<file path="config.mk">
export PLATFORM = sky130hd
export DESIGN_NAME = lcd_segment_common_scan
export DESIGN_NICKNAME = d
export VERILOG_FILES = /design/src/shared/lcd_scan_pkg.sv /design/src/hdl/lcd_segment_common_scan.sv /design/src/hdl/lcd_slot_counter.sv
export VERILOG_INCLUDE_DIRS = /design/src /design/src/shared
export SDC_FILE = /design/constraint.sdc
export NUM_CORES = 1
export LEC_CHECK = 0
export ABC_AREA = 1
export BUFFER_PORTS_ARGS = -buffer_cell sky130_fd_sc_hd__buf_2
export CAP_MARGIN = 0
export CORE_ASPECT_RATIO = 1.4
export CORE_MARGIN = 2
export CORE_UTILIZATION = 54
export DETAILED_ROUTE_END_ITERATION = 6
export PLACE_DENSITY = 0.74
export SKIP_CTS_REPAIR_TIMING = 1
export SLEW_MARGIN = 30
export SYNTH_ARGS = -nofsm -noshare
export SYNTH_HDL_FRONTEND = slang
export SYNTH_SLANG_ARGS = --single-unit
export TNS_END_PERCENT = 20
</file>
<file path="constraint.sdc">
create_clock -name clk -period 2.07 [get_ports clk]
set_clock_uncertainty 0.15 [all_clocks]
set_input_delay 0.1035 -clock clk [delete_from_list [all_inputs] [get_ports clk]]
set_output_delay 0.1035 -clock clk [all_outputs]
set_load 0.005 [all_outputs]
</file>
<file path="src/shared/lcd_scan_cfg.svh">
/*
  Constants for the LCD segment/common scanner: memory window, field positions,
  reset values and slot timing.
  Assumes inclusion by bare name from package and design files.
*/
`ifndef LCD_SCAN_CFG_SVH
`define LCD_SCAN_CFG_SVH
`define DMEM_FIRST_ADDR 16'hfa58
`define DMEM_LAST_ADDR 16'hfa7f
`define DMEM_BYTES 40
`define DMEM_DATA_BITS 4
`define SLOT_PERIOD_NS 100
`define CLK_PERIOD_NS 100
`define MODE_RESET 2'h3
`endif

</file>
<file path="src/shared/lcd_scan_pkg.sv">
/*
  Types shared by the LCD scanner: display modes and the common-line bundle.
  Assumes the _cfg header lives beside this file.
*/
`include "lcd_scan_cfg.svh"
package lcd_scan_pkg;
  typedef enum logic [1:0] {
    MODE_STATIC = 2'b00,
    MODE_DIV2 = 2'b01,
    MODE_DIV3 = 2'b10,
    MODE_DIV4 = 2'b11
  } lcd_mode_e;

  typedef struct packed {
    logic [3:0] level;
    logic [3:0] oe;
  } common_bus_s;
endpackage : lcd_scan_pkg

</file>
<file path="src/hdl/lcd_segment_common_scan.sv">
/*
  LCD scanner: holds 40 four-bit display bytes and drives 40 segment
  lines and up to four common lines (two in div2, three in div3) per time-division mode.
  Assumes a single clock, CPU-side memory writes synchronous to clk, and the
  scan clock arriving as an asynchronous pin that is synchronised here.
*/
`timescale 1ns/1ps
`default_nettype none
`include "lcd_scan_cfg.svh"
module lcd_segment_common_scan
  import lcd_scan_pkg::*;
#(
  parameter int SEGMENTS = `DMEM_BYTES
) (
  input wire logic clk,
  input wire logic rst_n,
  input wire logic ce,
  input wire logic lcd_scan_clock,
  input wire lcd_mode_e mode,
  input wire logic mem_we,
  input wire logic [15:0] mem_addr,
  input wire logic [7:0] mem_wdata,
  output logic [7:0] mem_rdata,
  output logic mem_hit,
  output logic [SEGMENTS-1:0] segment_select,
  output logic [3:0] common_select,
  output logic [3:0] common_oe,
  output logic [1:0] slot
);
  localparam int SLOT_CYCLES = (`SLOT_PERIOD_NS + `CLK_PERIOD_NS - 1) / `CLK_PERIOD_NS;

  // Refuse parameter values that the memory and slot logic cannot serve
  if (SEGMENTS < 1 || SEGMENTS > `DMEM_BYTES) begin : g_bad_segments
    $error("SEGMENTS out of range");
  end
  if (SLOT_CYCLES < 1) begin : g_bad_slot
    $error("slot period below one cycle");
  end

  // Index of a byte inside the window; segment n sits at last address minus n
  function automatic logic [5:0] seg_index(input logic [15:0] a);
    logic [15:0] d;
    d = `DMEM_LAST_ADDR - a;
    seg_index = d[5:0];
  endfunction : seg_index

  function automatic logic in_window(input logic [15:0] a);
    in_window = (a >= `DMEM_FIRST_ADDR) && (a <= `DMEM_LAST_ADDR);
  endfunction : in_window

  logic [`DMEM_DATA_BITS-1:0] dmem_q [0:`DMEM_BYTES-1];
  logic sync1_q, sync2_q, sync3_q;
  logic tick;
  logic [1:0] slot_q;
  logic frame_end;
  lcd_mode_e mode_q;
  common_bus_s com_d, com_q;
  logic [SEGMENTS-1:0] seg_d;
  logic [SEGMENTS-1:0] seg_q;

  assign mem_hit = in_window(mem_addr);

  // Only the low nibble is stored; the upper bits are simply dropped
  always_ff @(posedge clk) begin
    if (ce && mem_we && in_window(mem_addr)) begin
      dmem_q[seg_index(mem_addr)] <= mem_wdata[`DMEM_DATA_BITS-1:0];
    end
  end

  // Read data is registered; upper nibble always zero
  always_ff @(posedge clk) begin
    if (!rst_n) begin
      mem_rdata <= 8'h00;
    end else if (ce) begin
      mem_rdata <= in_window(mem_addr) ? {4'h0, dmem_q[seg_index(mem_addr)]} : 8'h00;
    end
  end

  // Scan clock is a pin: two flops, then a third for edge detection
  always_ff @(posedge clk) begin
    if (!rst_n) begin
      sync1_q <= 1'b0;
      sync2_q <= 1'b0;
      sync3_q <= 1'b0;
    end else if (ce) begin
      sync1_q <= lcd_scan_clock;
      sync2_q <= sync1_q;
      sync3_q <= sync2_q;
    end
  end
  assign tick = sync2_q && !sync3_q;

  // Mode is sampled only at frame boundaries so a frame never mixes modes
  always_ff @(posedge clk) begin
    if (!rst_n) begin
      mode_q <= lcd_mode_e'(`MODE_RESET);
    end else if (ce && frame_end) begin
      mode_q <= mode;
    end
  end

  lcd_slot_counter u_slot (
    .clk(clk),
    .rst_n(rst_n),
    .ce(ce),
    .tick(tick),
    .mode(mode_q),
    .slot_q(slot_q),
    .frame_end(frame_end)
  );

  always_comb begin
    com_d.level = 4'h0;
    com_d.oe = 4'h0;
    case (mode_q)
      MODE_STATIC: begin
        com_d.level = 4'hf;
        com_d.oe = 4'hf;
      end
      MODE_DIV2: begin
        com_d.level = 4'h1 << slot_q;
        com_d.oe = 4'h3;
      end
      MODE_DIV3: begin
        com_d.level = 4'h1 << slot_q;
        com_d.oe = 4'h7;
      end
      MODE_DIV4: begin
        com_d.level = 4'h1 << slot_q;
        com_d.oe = 4'hf;
      end
      default: begin
        com_d.level = 4'h0;
        com_d.oe = 4'h0;
      end
    endcase
  end

  // Static reads bit 0; other modes read the slot's bit, which never reaches
  // bits beyond the mode's last slot, so those bits are ignored
  genvar g;
  generate
    for (g = 0; g < SEGMENTS; g++) begin : g_seg
      always_comb begin
        if (mode_q == MODE_STATIC) begin
          seg_d[g] = dmem_q[g][0];
        end else begin
          seg_d[g] = dmem_q[g][slot_q];
        end
      end
    end
  endgenerate

  always_ff @(posedge clk) begin
    if (!rst_n) begin
      com_q <= '0;
      seg_q <= '0;
    end else if (ce) begin
      com_q <= com_d;
      seg_q <= seg_d;
    end
  end

  assign common_select = com_q.level;
  assign common_oe = com_q.oe;
  assign segment_select = seg_q;
  assign slot = slot_q;

  property p_static_commons;
    @(posedge clk) disable iff (!rst_n)
    (ce && mode_q == MODE_STATIC && $stable(mode_q)) |=> (common_select == 4'hf);
  endproperty
  a_static_commons: assert property (p_static_commons) else $error("static commons differ");

  property p_div2_open;
    @(posedge clk) disable iff (!rst_n)
    (ce && mode_q == MODE_DIV2) |=> (common_oe[3:2] == 2'b00 || $past(mode_q) != MODE_DIV2);
  endproperty
  a_div2_open: assert property (p_div2_open) else $error("div2 drives upper commons");

  property p_div3_open;
    @(posedge clk) disable iff (!rst_n)
    (ce && mode_q == MODE_DIV3) |=> (common_oe == 4'h7 || $past(mode_q) != MODE_DIV3);
  endproperty
  a_div3_open: assert property (p_div3_open) else $error("div3 drives common 3");

  property p_seg_follows_bit;
    @(posedge clk) disable iff (!rst_n)
    (ce && mode_q != MODE_STATIC) |=> (segment_select[0] == $past(dmem_q[0][slot_q]));
  endproperty
  a_seg_follows_bit: assert property (p_seg_follows_bit) else $error("segment 0 mismatch");

  property p_static_slot0_select_bit;
    @(posedge clk) disable iff (!rst_n)
    (ce && mode_q == MODE_STATIC) |=> (segment_select[0] == $past(dmem_q[0][0]));
  endproperty
  a_static_slot0_select_bit: assert property (p_static_slot0_select_bit) else $error("static uses wrong bit");

  property p_one_hot_common;
    @(posedge clk) disable iff (!rst_n)
    (ce && mode_q == MODE_DIV4 && $past(mode_q) == MODE_DIV4) |=> $onehot(common_select);
  endproperty
  a_one_hot_common: assert property (p_one_hot_common) else $error("div4 not one-hot");

  property p_slot_bound;
    @(posedge clk) disable iff (!rst_n)
    (mode_q == MODE_DIV3) |-> (slot_q <= 2'h2 || $changed(mode_q));
  endproperty
  a_slot_bound: assert property (p_slot_bound) else $error("div3 slot above 2");

  property p_rdata_high_zero;
    @(posedge clk) disable iff (!rst_n)
    1'b1 |-> (mem_rdata[7:4] == 4'h0);
  endproperty
  a_rdata_high_zero: assert property (p_rdata_high_zero) else $error("upper nibble nonzero");

  property p_slot_hold;
    @(posedge clk) disable iff (!rst_n)
    (ce && !tick) |=> $stable(slot_q);
  endproperty
  a_slot_hold: assert property (p_slot_hold) else $error("slot moved without tick");
endmodule : lcd_segment_common_scan
`default_nettype wire

</file>
<file path="src/hdl/lcd_slot_counter.sv">
/*
  Common slot sequencer: advances one slot per scan tick and wraps after
  the number of slots in the chosen mode.
  Assumes the scan tick is synchronous to clk.
*/
`timescale 1ns/1ps
`default_nettype none
module lcd_slot_counter
  import lcd_scan_pkg::*;
(
  input wire logic clk,
  input wire logic rst_n,
  input wire logic ce,
  input wire logic tick,
  input wire lcd_mode_e mode,
  output logic [1:0] slot_q,
  output logic frame_end
);
  function automatic logic [1:0] last_slot(input lcd_mode_e m);
    case (m)
      MODE_STATIC: last_slot = 2'h0;
      MODE_DIV2: last_slot = 2'h1;
      MODE_DIV3: last_slot = 2'h2;
      default: last_slot = 2'h3;
    endcase
  endfunction : last_slot

  // A mode change mid-frame past the new last slot restarts at slot 0
  assign frame_end = tick && (slot_q >= last_slot(mode));

  always_ff @(posedge clk) begin
    if (!rst_n) begin
      slot_q <= 2'h0;
    end else if (ce && tick) begin
      slot_q <= frame_end ? 2'h0 : slot_q + 2'h1;
    end
  end

  property p_wrap;
    @(posedge clk) disable iff (!rst_n)
    (ce && frame_end) |=> (slot_q == 2'h0);
  endproperty
  a_wrap: assert property (p_wrap) else $error("slot did not wrap at frame end");
endmodule : lcd_slot_counter
`default_nettype wire

</file>
==> results by group <==
Run status
  • Run status: finished, final reports clean

GRT
  • GRT Residual Overflow: 0
  • Largest net degree at the start of global routing: 104
  • Gr usage total: 27.1%
  • Vias in the first global route: 9789
  • First-pass GRT wire length: 52.7 mm
  • Initial antenna violation count: 0

Yosys
  • Yosys top cell area share: 54.1%
  • Top post-synthesis cells by area: edfxtp_1 (54%), nand2_1 (9.9%), dfxtp_1 (9.0%)
  • Yosys warns: 0
  • Avg Inst Size Synth: 10.2 sq um
  • Seq cells post-synth: 290
  • Sequential area share after synthesis: 63.2%
  • Mapped Cells: 1266
  • Top cell type by total area after synthesis: edfxtp_1
  • Mapped Area: 12900 sq um
  • Cell variety after synth: 31

Timing
  • Crit share post-route: 93.8%
  • Fmax: 0.515 GHz
  • Final setup viols: 0
  • Fin Setup TNS: 0 ps
  • RSZ-0062 raised after global routing: no
  • Max-slew violations: 0
  • Final worst slack: 129 ps
  • Worst slew margin: 60.3%
  • Tightest Pin Transition: 595 ps
  • Final Critical Period: 1940 ps
  • Final Hold Violating Endpoints: 0

Route
  • Via total after detailed routing: 10.0k
  • DR iter-0 viols: 945
  • Wire per inst: 19.4 um
  • Residual DRC: 0
  • First-pass detailed-route iteration total: 5
  • Total detailed-routing wirelength: 34.2 mm
  • Antenna viol nets, final: 0
  • Vias per cell: 5.69

Floorplan
  • Core Area: 23300 sq um
  • Die Y-Extent: 187 um
  • Die Area: 25100 sq um
  • Io pins: 90
  • Initial Util: 55.2%
  • Die Wd: 134 um
  • Std cell rows: 66

Clock network
  • H-tree depth: 1
  • Skew-Pair Late Insertion Delay: 560 ps
  • Clk sinks: 290
  • Reg clk slew, reported paths: 60 ps
  • Clock buffer count from CTS: 28
  • CTS tree: done
  • Clock root cell: clkbuf_16
  • Clock buffer depth: 3

Layout
  • Share of layout cells above drive strength 1: 14.9%
  • Area growth, synth to finish: 18.6%
  • Non-Filler Instances: 1764
  • Layout Nets: 1478
  • Fillers: 1819
  • Inserted Diodes: 0

Hold path
  • Min-delay src: mem_wdata[0]
  • Worst Hold Depth: 2
  • Worst Hold Class: in -> reg
  • Hold EP: dmem_q[16][0]

Place
  • Placer Congestion: 0.909
  • Pre-CTS setup slack: 48.2 ps
  • Placed Instances: 1700
  • IO Port Bufs: 81
  • Final HPWL DP: 21.8 mm

Run
  • Maxcap violations: 0

Worst setup path
  • Crit. Startpoint: ce
  • CP startpoint kind: input port
  • Reg2reg start: mode_q[0]
  • CP arrival: 2050 ps
  • Reg2reg end: u_slot.slot_q[0]
  • R2r setup slk: 140 ps
  • Worst Reg2Reg Path Length in Cells: 9
  • Worst endpoint required time: 2180 ps
  • Setup CP Type: in -> reg
  • CP endpoint kind: register
  • Max Fanout on Critical Path: 6

Pwr
  • Peak VDD IR: 0.764 mV
  • Power Density: 844 nW/um^2
  • Static leakage: 6.11 nW
[layout by cell type (no fill, tap or decap), types with 6 or more instances in the layout]
master,Yosys,routed
nand2_1,340,340
edfxtp_1,232,232
nand3_1,118,118
a21oi_1,99,98
nor2_1,97,93
buf_2,29,80
conb_1,1,76
o21ai_0,58,58
dfxtp_1,58,56
buf_4,13,45
inv_1,37,37
clkbuf_16,0,28
o2bb2ai_1,20,20
o211ai_1,20,20
nor3_1,18,18
o22ai_1,17,17
a211oi_1,14,14
buf_12,0,14
dlygate4sd3_1,0,12
ha_1,11,11
nand3_4,9,9
clkbuf_8,0,9
nor3_2,7,7
clkinv_2,0,7
nand4_1,6,6
o21ai_1,6,6
[power by group]
part	switching (W)	internal, W
clock	0.00216	0.00319
sequential	0.0000648	0.00648
combinational	0.000678	0.000318
[through the flow]
| step | instance area (sq um) | hold WS [ps] | util (%) | power [W] |
|---|---|---|---|---|
| floorplan | 13100 | 52.4 | - | 0.00718 |
| global placement | 14200 | 173 | 60.8 | 0.00761 |
| finish | 15300 | 19.0 | 65.5 | 0.0129 |
| detailed placement | 14200 | 181 | 60.8 | 0.00763 |
| CTS | 15100 | -391 | 65.0 | 0.0129 |
| global route | 15300 | 18.2 | 65.5 | 0.0133 |
[worst max-delay path by stage]
stage	endpoint	slack, ps	cells past startpoint
after floorplan	u_slot.slot_q[0]	100	11
after global placement	dmem_q[11][2]	130	9
after detailed placement	dmem_q[11][0]	50	9
after CTS	u_slot.slot_q[0]	80	9
after global routing	u_slot.slot_q[0]	40	9
final	dmem_q[30][0]	130	8
[per-layer routing]
metal  GRT usage, %  vias up  share of wire, %
met1           34.3     4735                37
met4           12.0        0               4.1
li1               -     4702                 -
met3           3.99       95               8.7
met5              0        -                 0
met2           46.1      503                50
[flip-flops by register name, summed over array words and instances (netlist names)]
register and cells:
common_oe 3, common_select 4, dmem_q 232, mem_rdata 4, mode_q 2, segment_select 40
sync1_q 1, sync2_q 1, sync3_q 1, u_slot.slot_q 2
[cell usage after synthesis]
| master | n |
|---|---|
| inv_2 | 2 |
| nor3_2 | 7 |
| buf_2 | 29 |
| conb_1 | 1 |
| clkbuf_1 | 39 |
| buf_4 | 13 |
| nand3_2 | 1 |
| buf_1 | 5 |
| nand4_1 | 6 |
| clkinv_1 | 3 |
| nand3_4 | 9 |
| nand2_1 | 340 |
| inv_1 | 37 |
| o22ai_1 | 17 |
| o211ai_1 | 20 |
| a21oi_2 | 1 |
| and2_1 | 2 |
| nor4_4 | 1 |
| dfxtp_1 | 58 |
| nor2_1 | 97 |
| nand3_1 | 118 |
| a21oi_1 | 99 |
| o21ai_1 | 6 |
| nor3_1 | 18 |
| o21ai_0 | 58 |
| o2bb2ai_1 | 20 |
| edfxtp_1 | 232 |
| a211oi_1 | 14 |
| nor2_8 | 1 |
| nand2_8 | 1 |
| ha_1 | 11 |
[logic make-up (layout without fill, tap and decap cells)]
logic type / Yosys count / count (layout) / share of synthesized area [%]
DFF: 290 / 290 / 63.2
adders and majority gates: 11 / 11 / 1.07
AOI/OAI and AO/OA: 235 / 235 / 10.6
and+or+nand+nor: 601 / 601 / 20.8
buffers and inverters: 128 / 245 / 4.40
other: 1 / 76 / 0.0291
[final cells by class]
cell class / count / area (sq um) / area share, %
Inverter: 42 / 159 / 1.04
Clock buffer: 41 / 840 / 5.50
Clock inverter: 11 / 145 / 0.951
Multi-Input combinational cell: 923 / 4470 / 29.3
Sequential cell: 290 / 8130 / 53.3
Tap cell: 306 / 383 / 2.51
Timing Repair Buffer: 151 / 1140 / 7.46
[critical path: stages]
cell and delay [ps]:
dlygate4sd3_1 520, buf_2 170, nand3_4 120, nor2_8 110, buf_4 140, nand2_8 80
nor4_4 120, dlygate4sd3_1 680
Note: power is estimated with default switching activity, not from simulation.
